$ cat src/pgm_pkg.sv
package pgm_pkg;
	// register indices on the plain port
	localparam logic [1:0] REG_GATING = 2'h0;
	localparam logic [1:0] REG_MAP    = 2'h1;
	localparam logic [1:0] REG_INFO0  = 2'h2;
	localparam logic [1:0] REG_INFO1  = 2'h3;
	localparam int ADDR_W = 2;
	// gating register fields
	localparam int GT_ADDR = 0;
	localparam int GT_CTL0 = 2;
	localparam int GT_CTL1 = 3;
	localparam int GT_CTL2 = 4;
	localparam int GT_ALE  = 5;
	localparam int GT_WRH  = 6;
	localparam logic [7:0] GATING_MASK  = 8'h7d;
	localparam logic [7:0] GATING_RESET = 8'h00;
	// map register fields
	localparam int MP_SRAM_FETCH = 0;
	localparam int MP_SEC_FETCH  = 1;
	localparam int MP_PRI_FETCH  = 2;
	localparam int MP_SEC_READ   = 3;
	localparam int MP_PRI_READ   = 4;
	localparam int MP_PERIPH     = 7;
	localparam logic [7:0] MAP_MASK     = 8'h9f;
	localparam logic [7:0] MAP_CFG_MASK = 8'h1e;
	// identification codes
	localparam logic [3:0] PRI_4MBIT  = 4'h4;
	localparam logic [3:0] PRI_8MBIT  = 4'h5;
	localparam logic [3:0] SRAM_NONE  = 4'h0;
	localparam logic [3:0] SRAM_16K   = 4'h1;
	localparam logic [3:0] SRAM_64K   = 4'h3;
	localparam logic [3:0] SEC_NONE   = 4'h0;
	localparam logic [3:0] SEC_256K   = 4'h2;
	localparam logic [1:0] SEC_FLASH  = 2'h0;
	localparam logic [1:0] SEC_EEPROM = 2'h1;
	// memory organisation
	localparam int PRI_SECTORS = 8;
	localparam int SEC_SECTORS = 4;
	localparam int PRI_SECT_KB = 64;
	localparam int SEC_SECT_KB = 8;
	localparam int SRAM_KB     = 16;
endpackage

$ cat src/pgm_regs.sv
`timescale 1ns/100ps
// How it works
// - gating bit 0 blocks low address byte
// - extended mode address from port F, bus
// - bits 4..2 block control inputs 2..0
// - bit 5 blocks address latch strobe
// - bit 6 blocks high byte write strobe
// - reset loads map bits 1-4, clears 0,7
// - map bits 0-4 act only in extended mode
// - map bits 0-2 allow fetch strobe access
// - map bits 3-4 allow read strobe access
// - map bit 7 enables port F peripheral
// - info0 low nibble: primary flash size
// - info0 high nibble: SRAM size
// - info1 low nibble: secondary size
// - info1 bits 5:4: secondary memory type
// - sector selects come from decode array
module pgm_regs #(
	parameter logic [3:0] PRI_SIZE  = pgm_pkg::PRI_4MBIT,
	parameter logic [3:0] SRAM_SIZE = pgm_pkg::SRAM_64K,
	parameter logic [3:0] SEC_SIZE  = pgm_pkg::SEC_256K,
	parameter logic [1:0] SEC_TYPE  = pgm_pkg::SEC_FLASH,
	parameter logic [7:0] MAP_CFG   = pgm_pkg::MAP_CFG_MASK
) (
	// clock and reset
	input  wire logic        clk,
	input  wire logic        sys_rst,
	// register port
	input  wire logic [1:0]  reg_addr,
	input  wire logic [7:0]  reg_wdata,
	input  wire logic        reg_wr,
	input  wire logic        reg_rd,
	output logic      [7:0]  reg_rdata,
	// bus configuration
	input  wire logic        extended_bus_mode,
	// raw bus inputs
	input  wire logic [7:0]  addr_low,
	input  wire logic [3:0]  port_f_low_pins,
	input  wire logic [3:0]  muxed_bus_upper_pins,
	input  wire logic [2:0]  control_in,
	input  wire logic        ale_in,
	input  wire logic        high_byte_write_strobe,
	input  wire logic        program_fetch_strobe,
	input  wire logic        read_strobe,
	// decode array terms
	input  wire logic [7:0]  pri_term,
	input  wire logic [3:0]  sec_term,
	input  wire logic        sram_term,
	// array inputs after gating
	output logic      [7:0]  array_addr,
	output logic      [2:0]  array_ctl,
	output logic             array_ale,
	output logic             array_wrh,
	// access permissions
	output logic             sram_fetch_ok,
	output logic             sec_fetch_ok,
	output logic             pri_fetch_ok,
	output logic             sec_read_ok,
	output logic             pri_read_ok,
	output logic             port_f_periph,
	// memory selects
	output logic      [7:0]  primary_sector_selects,
	output logic      [3:0]  secondary_sector_selects,
	output logic             sram_select
);
	logic [7:0] gating;
	logic [7:0] memory_space_map;
	logic [7:0] next_gating;
	logic [7:0] next_memory_space_map;
	logic [7:0] next_rdata;
	logic [7:0] addr_src;
	logic       sram_fetch_allow;
	logic       primary_fetch_allow;
	logic       primary_read_allow;
	logic       next_sf;
	logic       next_bf;
	logic       next_pf;
	logic       next_br;
	logic       next_pr;
	logic       next_per;

	// read-back value of a register index
	function automatic logic [7:0] rd_mux(input logic [1:0] a,
			input logic [7:0] g, input logic [7:0] m);
		case (a)
			pgm_pkg::REG_GATING: rd_mux = g & pgm_pkg::GATING_MASK;
			pgm_pkg::REG_MAP:    rd_mux = m & pgm_pkg::MAP_MASK;
			pgm_pkg::REG_INFO0:  rd_mux = {SRAM_SIZE, PRI_SIZE};
			pgm_pkg::REG_INFO1:  rd_mux = {2'h0, SEC_TYPE, SEC_SIZE};
			default:             rd_mux = 8'h00;
		endcase
	endfunction

	// register writes; unused bits are never stored
	always_comb begin
		next_gating = gating;
		next_memory_space_map = memory_space_map;
		next_rdata  = 8'h00;
		if (reg_wr && reg_addr == pgm_pkg::REG_GATING)
			next_gating = reg_wdata & pgm_pkg::GATING_MASK;
		if (reg_wr && reg_addr == pgm_pkg::REG_MAP)
			next_memory_space_map = reg_wdata & pgm_pkg::MAP_MASK;
		if (reg_rd)
			next_rdata = rd_mux(reg_addr, gating, memory_space_map);
	end

	always_ff @(posedge clk) begin
		if (sys_rst) begin
			gating    <= pgm_pkg::GATING_RESET;
			memory_space_map <= MAP_CFG & pgm_pkg::MAP_CFG_MASK;
			reg_rdata <= 8'h00;
		end else begin
			gating    <= next_gating;
			memory_space_map <= next_memory_space_map;
			reg_rdata <= next_rdata;
		end
	end

	// extended mode splits the low address over two pin groups
	always_comb begin
		if (extended_bus_mode)
			addr_src = {muxed_bus_upper_pins, port_f_low_pins};
		else
			addr_src = addr_low;
	end

	// map bits only restrict access in extended mode; else all pass
	assign sram_fetch_allow    = memory_space_map[pgm_pkg::MP_SRAM_FETCH];
	assign primary_fetch_allow = memory_space_map[pgm_pkg::MP_PRI_FETCH];
	assign primary_read_allow  = memory_space_map[pgm_pkg::MP_PRI_READ];
	always_comb begin
		next_sf  = program_fetch_strobe
			& (~extended_bus_mode | sram_fetch_allow);
		next_bf  = program_fetch_strobe
			& (~extended_bus_mode
			| memory_space_map[pgm_pkg::MP_SEC_FETCH]);
		next_pf  = program_fetch_strobe
			& (~extended_bus_mode | primary_fetch_allow);
		next_br  = read_strobe
			& (~extended_bus_mode
			| memory_space_map[pgm_pkg::MP_SEC_READ]);
		next_pr  = read_strobe
			& (~extended_bus_mode | primary_read_allow);
		next_per = memory_space_map[pgm_pkg::MP_PERIPH];
	end

	always_ff @(posedge clk) begin
		if (sys_rst) begin
			sram_fetch_ok <= 1'b0;
			sec_fetch_ok  <= 1'b0;
			pri_fetch_ok  <= 1'b0;
			sec_read_ok   <= 1'b0;
			pri_read_ok   <= 1'b0;
			port_f_periph <= 1'b0;
		end else begin
			sram_fetch_ok <= next_sf;
			sec_fetch_ok  <= next_bf;
			pri_fetch_ok  <= next_pf;
			sec_read_ok   <= next_br;
			pri_read_ok   <= next_pr;
			port_f_periph <= next_per;
		end
	end

	// gating of array inputs
	pgm_gate pgm_gate_inst (
		.clk      (clk),
		.sys_rst  (sys_rst),
		.addr_in  (addr_src),
		.ctl_in   (control_in),
		.ale_in   (ale_in),
		.wrh_in   (high_byte_write_strobe),
		.gating   (gating),
		.addr_out (array_addr),
		.ctl_out  (array_ctl),
		.ale_out  (array_ale),
		.wrh_out  (array_wrh)
	);

	// memory selects
	pgm_sel pgm_sel_inst (
		.clk                      (clk),
		.sys_rst                  (sys_rst),
		.pri_term                 (pri_term),
		.sec_term                 (sec_term),
		.sram_term                (sram_term),
		.primary_sector_selects   (primary_sector_selects),
		.secondary_sector_selects (secondary_sector_selects),
		.sram_select              (sram_select)
	);

	// checks on the gated array inputs; each lags its source by one edge

	addr_block_a: assert property (@(posedge clk) disable iff (sys_rst)
		$past(gating[pgm_pkg::GT_ADDR]) |-> array_addr == 8'h00)
		else $error("blocked address reached array");

	addr_pass_a: assert property (@(posedge clk) disable iff (sys_rst)
		!$past(gating[pgm_pkg::GT_ADDR]) |-> array_addr == $past(addr_src))
		else $error("address not passed");

	// the pin groups are checked, not the internal mux, so a swap shows
	ext_addr_a: assert property (@(posedge clk) disable iff (sys_rst)
		$past(extended_bus_mode) && !$past(gating[pgm_pkg::GT_ADDR])
		|-> array_addr == {$past(muxed_bus_upper_pins),
		$past(port_f_low_pins)})
		else $error("extended address wrong");

	low_addr_a: assert property (@(posedge clk) disable iff (sys_rst)
		!$past(extended_bus_mode) && !$past(gating[pgm_pkg::GT_ADDR])
		|-> array_addr == $past(addr_low))
		else $error("low address wrong");

	ctl_block_a: assert property (@(posedge clk) disable iff (sys_rst)
		$past(gating[pgm_pkg::GT_CTL2]) |-> !array_ctl[2])
		else $error("control 2 not blocked");

	ctl0_block_a: assert property (@(posedge clk) disable iff (sys_rst)
		$past(gating[pgm_pkg::GT_CTL0]) |-> !array_ctl[0])
		else $error("control 0 not blocked");

	ctl1_block_a: assert property (@(posedge clk) disable iff (sys_rst)
		$past(gating[pgm_pkg::GT_CTL1]) |-> !array_ctl[1])
		else $error("control 1 not blocked");

	ctl_pass_a: assert property (@(posedge clk) disable iff (sys_rst)
		array_ctl == ($past(control_in)
		& ~$past(gating[pgm_pkg::GT_CTL2:pgm_pkg::GT_CTL0])))
		else $error("control gating wrong");

	ale_gate_a: assert property (@(posedge clk) disable iff (sys_rst)
		array_ale == ($past(ale_in) & !$past(gating[pgm_pkg::GT_ALE])))
		else $error("latch strobe gating wrong");

	wrh_gate_a: assert property (@(posedge clk) disable iff (sys_rst)
		$past(gating[pgm_pkg::GT_WRH]) |-> !array_wrh)
		else $error("high write strobe not blocked");

	wrh_pass_a: assert property (@(posedge clk) disable iff (sys_rst)
		!$past(gating[pgm_pkg::GT_WRH])
		|-> array_wrh == $past(high_byte_write_strobe))
		else $error("high write strobe not passed");

	// reset values, looked at on the first edge after release only

	map_reset_a: assert property (@(posedge clk)
		$past(sys_rst) && !sys_rst |-> memory_space_map[0] == 1'b0
		&& memory_space_map[7] == 1'b0)
		else $error("map reset wrong");

	map_cfg_a: assert property (@(posedge clk)
		$past(sys_rst) && !sys_rst
		|-> memory_space_map == (MAP_CFG & pgm_pkg::MAP_CFG_MASK))
		else $error("map build value not loaded");

	gating_reset_a: assert property (@(posedge clk)
		$past(sys_rst) && !sys_rst
		|-> gating == pgm_pkg::GATING_RESET)
		else $error("gating reset wrong");

	// register writes land one edge after the strobe

	gating_write_a: assert property (@(posedge clk) disable iff (sys_rst)
		$past(reg_wr) && $past(reg_addr) == pgm_pkg::REG_GATING
		|-> gating == ($past(reg_wdata) & pgm_pkg::GATING_MASK))
		else $error("gating write lost");

	map_write_a: assert property (@(posedge clk) disable iff (sys_rst)
		$past(reg_wr) && $past(reg_addr) == pgm_pkg::REG_MAP
		|-> memory_space_map == ($past(reg_wdata) & pgm_pkg::MAP_MASK))
		else $error("map write lost");

	unused_drop_a: assert property (@(posedge clk) disable iff (sys_rst)
		(gating & ~pgm_pkg::GATING_MASK) == 8'h00
		&& (memory_space_map & ~pgm_pkg::MAP_MASK) == 8'h00)
		else $error("unused register bit stored");

	// access permits in extended mode

	fetch_deny_a: assert property (@(posedge clk) disable iff (sys_rst)
		$past(extended_bus_mode)
		&& !$past(memory_space_map[pgm_pkg::MP_PRI_FETCH])
		|-> !pri_fetch_ok)
		else $error("fetch not denied");

	sram_deny_a: assert property (@(posedge clk) disable iff (sys_rst)
		$past(extended_bus_mode)
		&& !$past(memory_space_map[pgm_pkg::MP_SRAM_FETCH])
		|-> !sram_fetch_ok)
		else $error("sram fetch not denied");

	sec_fetch_deny_a: assert property (@(posedge clk) disable iff (sys_rst)
		$past(extended_bus_mode)
		&& !$past(memory_space_map[pgm_pkg::MP_SEC_FETCH])
		|-> !sec_fetch_ok)
		else $error("secondary fetch not denied");

	sec_read_deny_a: assert property (@(posedge clk) disable iff (sys_rst)
		$past(extended_bus_mode)
		&& !$past(memory_space_map[pgm_pkg::MP_SEC_READ])
		|-> !sec_read_ok)
		else $error("secondary read not denied");

	pri_read_deny_a: assert property (@(posedge clk) disable iff (sys_rst)
		$past(extended_bus_mode)
		&& !$past(memory_space_map[pgm_pkg::MP_PRI_READ])
		|-> !pri_read_ok)
		else $error("primary read not denied");

	// outside extended mode the strobes pass whatever the map says

	read_free_a: assert property (@(posedge clk) disable iff (sys_rst)
		!$past(extended_bus_mode) |-> sec_read_ok == $past(read_strobe))
		else $error("read restricted outside extended mode");

	fetch_free_a: assert property (@(posedge clk) disable iff (sys_rst)
		!$past(extended_bus_mode)
		|-> pri_fetch_ok == $past(program_fetch_strobe))
		else $error("fetch restricted outside extended mode");

	periph_map_a: assert property (@(posedge clk) disable iff (sys_rst)
		port_f_periph == $past(memory_space_map[pgm_pkg::MP_PERIPH]))
		else $error("peripheral mode wrong");

	// read port: data only in the cycle after the strobe

	info_read_a: assert property (@(posedge clk) disable iff (sys_rst)
		$past(reg_rd) && $past(reg_addr) == pgm_pkg::REG_INFO1
		|-> reg_rdata[7:6] == 2'h0)
		else $error("unused id bits not zero");

	info0_read_a: assert property (@(posedge clk) disable iff (sys_rst)
		$past(reg_rd) && $past(reg_addr) == pgm_pkg::REG_INFO0
		|-> reg_rdata == {SRAM_SIZE, PRI_SIZE})
		else $error("size info 0 wrong");

	info1_read_a: assert property (@(posedge clk) disable iff (sys_rst)
		$past(reg_rd) && $past(reg_addr) == pgm_pkg::REG_INFO1
		|-> reg_rdata[5:0] == {SEC_TYPE, SEC_SIZE})
		else $error("size info 1 wrong");

	rdata_idle_a: assert property (@(posedge clk) disable iff (sys_rst)
		!$past(reg_rd) |-> reg_rdata == 8'h00)
		else $error("read data outside read cycle");

	// selects are plain registered copies of the decode terms

	sel_follow_a: assert property (@(posedge clk) disable iff (sys_rst)
		primary_sector_selects == $past(pri_term)
		&& secondary_sector_selects == $past(sec_term)
		&& sram_select == $past(sram_term))
		else $error("memory selects wrong");
endmodule

$ cat src/pgm_gate.sv
`timescale 1ns/100ps
module pgm_gate (
	// clock
	input  wire logic       clk,
	input  wire logic       sys_rst,
	// raw inputs and gating bits
	input  wire logic [7:0] addr_in,
	input  wire logic [2:0] ctl_in,
	input  wire logic       ale_in,
	input  wire logic       wrh_in,
	input  wire logic [7:0] gating,
	// array side
	output logic      [7:0] addr_out,
	output logic      [2:0] ctl_out,
	output logic            ale_out,
	output logic            wrh_out
);
	logic [7:0] next_addr;
	logic [2:0] next_ctl;
	logic       next_ale;
	logic       next_wrh;

	// a blocked input holds low so the array sees no toggling
	always_comb begin
		next_addr = gating[pgm_pkg::GT_ADDR] ? 8'h00 : addr_in;
		next_ctl[0] = ctl_in[0] & ~gating[pgm_pkg::GT_CTL0];
		next_ctl[1] = ctl_in[1] & ~gating[pgm_pkg::GT_CTL1];
		next_ctl[2] = ctl_in[2] & ~gating[pgm_pkg::GT_CTL2];
		next_ale = ale_in & ~gating[pgm_pkg::GT_ALE];
		next_wrh = wrh_in & ~gating[pgm_pkg::GT_WRH];
	end

	always_ff @(posedge clk) begin
		if (sys_rst) begin
			addr_out <= 8'h00;
			ctl_out  <= 3'h0;
			ale_out  <= 1'b0;
			wrh_out  <= 1'b0;
		end else begin
			addr_out <= next_addr;
			ctl_out  <= next_ctl;
			ale_out  <= next_ale;
			wrh_out  <= next_wrh;
		end
	end
endmodule

$ cat src/pgm_sel.sv
`timescale 1ns/100ps
module pgm_sel (
	// clock
	input  wire logic       clk,
	input  wire logic       sys_rst,
	// select terms from the decode logic array
	input  wire logic [7:0] pri_term,
	input  wire logic [3:0] sec_term,
	input  wire logic       sram_term,
	// registered selects
	output logic      [7:0] primary_sector_selects,
	output logic      [3:0] secondary_sector_selects,
	output logic            sram_select
);
	logic [7:0] next_pri;
	logic [3:0] next_sec;
	logic       next_sram;

	// one select per sector, passed straight from the array
	always_comb begin
		next_pri  = pri_term;
		next_sec  = sec_term;
		next_sram = sram_term;
	end

	always_ff @(posedge clk) begin
		if (sys_rst) begin
			primary_sector_selects   <= 8'h00;
			secondary_sector_selects <= 4'h0;
			sram_select              <= 1'b0;
		end else begin
			primary_sector_selects   <= next_pri;
			secondary_sector_selects <= next_sec;
			sram_select              <= next_sram;
		end
	end
endmodule

$ cat config.mk
export PLATFORM = sky130hd
export DESIGN_NAME = pgm_regs
export DESIGN_NICKNAME = d
export VERILOG_FILES = /design/src/pgm_pkg.sv /design/src/pgm_regs.sv /design/src/pgm_gate.sv /design/src/pgm_sel.sv
export SDC_FILE = /design/constraint.sdc
export NUM_CORES = 1
export LEC_CHECK = 0
export BUFFER_PORTS_ARGS = -buffer_cell sky130_fd_sc_hd__buf_2
export CAP_MARGIN = 20
export CORE_ASPECT_RATIO = 0.9
export CORE_UTILIZATION = 48
export CTS_CLUSTER_SIZE = 28
export DETAILED_ROUTE_END_ITERATION = 16
export PLACE_DENSITY = 0.84
export SETUP_SLACK_MARGIN = 0.1
export SLEW_MARGIN = 10
export SYNTH_ARGS = -nofsm -noshare
export SYNTH_HDL_FRONTEND = slang
export SYNTH_SLANG_ARGS = --single-unit
$ cat constraint.sdc
create_clock -name clk -period 1.4 [get_ports clk]
set_input_delay 0.07 -clock clk [delete_from_list [all_inputs] [get_ports clk]]
set_output_delay 0.07 -clock clk [all_outputs]
set_load 0.03 [all_outputs]
After elaboration in Yosys (flattened, before gate mapping)
Cells that the tools add are included.
W data, S select, Z words.

storage, ports and cells
  register bits = 52
  latch bits = 0
  memory bits (writable) = 0
  bits in read-only memories = 0
  bits of input ports = 51
  output and inout port bits = 40
  logic and storage cells = 48
  memories = 0

cells by class
  $add $sub $neg = 0
  multiply operators = 0
  div/mod/pow operators = 0
  order comparisons = 0
  eq/ne operators = 3
  shifts and indexed selects = 0
  mux-type cells = 2
  bitwise operators = 22
  reduce and logical (&&, ||, !) cells = 5

operators by type and width
  cell                  number
  $pmux W8 S4           1
  $and A1 B1 Y1         10
  $mux W8               1
  $not A1 Y1            7
  $or A1 B1 Y1          5
  $eq A2 B2 Y1 const B  2
  $reduce_or A2 Y1      2
  $eq A2 B1 Y1 const B  1
  $logic_and A1 B1 Y1   2
  $logic_not A2 Y1      1

Longest topological paths before layout
  depth in word-level cells = 3
  mapped depth = 4
  gate-level depth less buffers = 2

Cells and area by module
A second synthesis with hierarchy kept.

unflattened totals
  cell total of the unflattened synthesis = 164
  area total of the unflattened synthesis = 1934.4 sq um

modules (own cells, without submodules)
  module    instances  cells each  area an instance (sq um)  seq. area each (sq um)
  pgm_regs  1          109         1108.6                    520.5
  pgm_gate  1          28          430.4                     260.2
  pgm_sel   1          27          395.4                     260.2

Least setup slack after synthesis
OpenSTA, ideal clock, no wires.

  path kind = register to register
  from = register gating[0]
  to = register pgm_gate_inst.addr_out[0]
  setup time = 0.065 ns
  arrival = 0.761 ns
  data required time = 1.335 ns
  slack = 0.575 ns
  cell stages (with the launch flop) = 4
  path buffers = 1
  period minus slack after synthesis = 0.825 ns
  path through = dfxtp_1 or2_1 clkbuf_1 nor2_1

on the way
  longest elaborated chain between the ends = 1

ends and longest elaborated chain
  item                               line             text
  start: declaration                 pgm_regs.sv:66   logic [7:0] gating;
  start signal: assignment           pgm_regs.sv:109  gating <= pgm_pkg::GATING_RESET;
  start signal: assignment           pgm_regs.sv:113  gating <= next_gating;
  $reduce_or A2 Y1 (no source line)  --
  end signal: assignment             pgm_gate.sv:40   addr_out <= next_addr;
  end: declaration                   pgm_gate.sv:13   output logic [7:0] addr_out,

Every way passes these cells.
A chain may end at the register's enable or synchronous reset.

Worst setup path in the final report
  from = register pgm_sel_inst.primary_sector_selects[3]
  to = output primary_sector_selects[3]

RTL lines
  item                      line            text
  start: declaration        pgm_sel.sv:11   output logic [7:0] primary_sector_selects,
  start signal: assignment  pgm_sel.sv:32   primary_sector_selects <= next_pri;
  end: declaration          pgm_regs.sv:62  output logic [7:0] primary_sector_selects,

No word-level cell between the ends.

==> reports/qor.yml <==
sta:
  fin_hold_ws_ns: 0.00147
  post-route-min-period_ns: 0.885
  slew_headroom: 0.699
  post-route-period-util: 0.632
  clock_skew_ns: 0.00377
  drv_slew: 0
  hold_viol_final: 0
  finalSetupViolCount: 0
  fmax_mhz: 1130
  rsz0062_at_grt: "false"
  tightest_slew_ns: 0.451
  tns_ns: 0
clock_tree:
  insertion_delay_ns: 0.29
  clock-sinks: 52
  clockRootBuffer: "clkbuf_8"
  clock_path_buffers: 2
  cts_tree: "done"
  htreeDepth: 2
  clkTransAtPathRegs_ns: 0.08
  numCtsBuffers: 5
routing:
  wl_met1_mm: 1.50
  wl_per_cell_um: 12.2
  drt_iter0_markers: 45
  dr_wl_met3_um: 333
  drt_pass1_iterations: 4
  vias_per_cell: 4.64
  routed.top_layer: "met4"
  routed_wl_mm: 3.77
  drt.antenna.violating_nets: 0
  vias: 1438
  dr_wl_met2_mm: 1.89
  drcViolationCount: 0
critical_path:
  r2r_setup_slack_ns: 0.53
  cp_max_fo: 1
  critPathLaunchType: "flip-flop"
  slowest_delay_ns: 0.33
  cp.arrival_ns: 0.82
  cp_top_family: "flip-flops"
  reg2regPathDepth: 2
  r2r_start: "gating[0]"
  path_class: "reg -> out"
  cp-end-kind: "output port"
  required_ns: 1.33
  path_buf_inv: 1
  critical_path.cell_chain: "buf_2"
  r2r-end: "pgm_gate_inst.addr_out[3]"
  critPathSlowestCell: "dfxtp_1"
worst_hold_path:
  min-delay-start: "sram_term"
  hold_path.class: "in -> reg"
  hold-path-cell-count: 2
  hold_end: "pgm_sel_inst.sram_select"
placement:
  gp_congestion: 0.709
  place_hpwl_mm: 2.57
  port_buffers: 90
global_route:
  grt_pass1_vias: 1437
  grtUsageTotal: 0.206
  antenna_found_initial: 0
  grt_max_degree: 33
  grt_first_pass_wirelength_mm: 6.07
  grt_overflow_total: 0
cells_and_area:
  diodes: 0
  post_route_cells_drive_above_1_share: 0.383
  nets: 317
  final_core_util: 0.709
  area_growth_pct: 36.7
job:
  max-cap-violations: 0
synthesis:
  synthFlopType: "dfxtp_1"
  synth_area_per_cell_um2: 10.9
  synth_area_um2: 1800
  ys_async_sr_fraction: 0
  ys_ff_latch: 52
  ys_seq_area_frac: 0.577
  netlist_instances: 166
  synth_edf_count: 0
  ys_types: 19
  syn_nets: 217
  synth-warning-count: 0
outcome:
  status: "completed"
power:
  powerDensity_nw_per_um2: 1120
  combPwrFrac: 0.155
  swShare: 0.251
  pwr-share-seq: 0.568
  p_int_uw: 2070
  power_switching_uw: 695
  clockPowerShare: 0.277
  ir_drop_uv: 835
  leakage_uw: 0.00122
floorplanning:
  io_pins: 91
  num_rows: 20
  dieArea_um2: 4010
  core_area_um2: 3480
  start_util: 0.518
  dieHeight_um: 60.1
  die_w_um: 66.6
state kept, by name, summed over array words and instances (netlist names), 3 cells and up:
name                                   cells
memory_space_map                           6
gating                                     6
pgm_gate_inst.addr_out                     8
pgm_sel_inst.primary_sector_selects        8
pgm_sel_inst.secondary_sector_selects      4
pgm_gate_inst.ctl_out                      3
reg_rdata                                  8
logic make-up (layout without fill, tap and decap cells):
family                 after synthesis  count (layout)  synth area share
AO/OA/AOI/OAI                        9               9            0.0278
multiplexers                        22              22             0.125
AND/OR/NAND/NOR                     65              65             0.221
buffers and inverters               18             118            0.0493
flip-flops                          52              52             0.577
area by class of cell:
cell class	count	area, µm²
flip-flops and latches	52	1040
fillers	267	1010
multi-input cells	96	673
repair buffers	105	596
clock buffers	6	72.6
well taps	44	55.1
inverters	6	22.5
clock inverters	1	5.00
cell usage in the layout (no fill, tap or decap), types with 2 or more instances in the layout:
| master | netlist | routed |
|---|---|---|
| a21oi_1 | 7 | 7 |
| nor3b_1 | 5 | 5 |
| mux2i_1 | 21 | 21 |
| clkbuf_8 | 0 | 5 |
| inv_1 | 6 | 6 |
| buf_4 | 0 | 2 |
| nor3_1 | 4 | 4 |
| o21bai_1 | 2 | 2 |
| dfxtp_1 | 52 | 52 |
| nand2b_1 | 16 | 16 |
| nor2_1 | 18 | 18 |
| nand3b_1 | 2 | 2 |
| nor2b_1 | 15 | 15 |
| nor4b_2 | 2 | 2 |
| buf_2 | 5 | 90 |
| dlygate4sd3_1 | 0 | 13 |
power by group through the flow:
stage          Sequential (µW)  Combinational [µW]  Clock, µW
2_1_floorplan             1730                 140          0
3_3_place_gp              1600                 394          0
3_5_place_dp              1610                 400          0
4_1_cts                   1570                 429        791
5_1_grt                   1580                 464        860
6_report                  1570                 429        765
how the worst max path moves through the flow:
stage,cells after the start,endpoint,start,slack [ns]
global route,1,primary_sector_selects[3],pgm_sel_inst.primary_sector_selects[3],0.45
CTS,1,primary_sector_selects[6],pgm_sel_inst.primary_sector_selects[6],0.51
detailed placement,4,memory_space_map[3],reg_addr[0],0.30
floorplan,3,pgm_gate_inst.addr_out[0],gating[0],0.57
global placement,3,memory_space_map[7],reg_addr[0],0.35
finish,1,primary_sector_selects[3],pgm_sel_inst.primary_sector_selects[3],0.51
per-layer routing:
layer / up-vias / global-route usage
li1: 733 / -
met1: 645 / 0.227
met2: 53 / 0.341
met3: 7 / 0.0954
met4: 0 / 0.0881
met5: - / 0
cells in the mapped netlist, types with 4 or more instances:
cell	number	area share
a21oi_1	7	0.019
buf_2	5	0.014
clkbuf_1	5	0.010
dfxtp_1	52	0.58
inv_1	6	0.012
mux2i_1	21	0.12
nand2b_1	16	0.056
nor2_1	18	0.037
nor2b_1	15	0.052
nor3_1	4	0.011
nor3b_1	5	0.021
stage by stage:
stage / total power (µW) / std cells / setup slack [ns] / cell area, µm²
detailed placement: 2000 / 290 / 0.304 / 2260
global placement: 2000 / 290 / 0.346 / 2260
global route: 2900 / 310 / 0.449 / 2460
CTS: 2790 / 310 / 0.506 / 2460
floorplan: 1870 / 166 / 0.575 / 1800
finish: 2760 / 310 / 0.515 / 2460
what timing repair did:
item / 4_1_cts / 5_1_grt
hold buffers: 13 / 0
buffers inserted: 0 / 0
endpoints found under the hold margin: 13 / 0
gates resized for setup: 0 / 0
(Power assumes the default switching activity.)
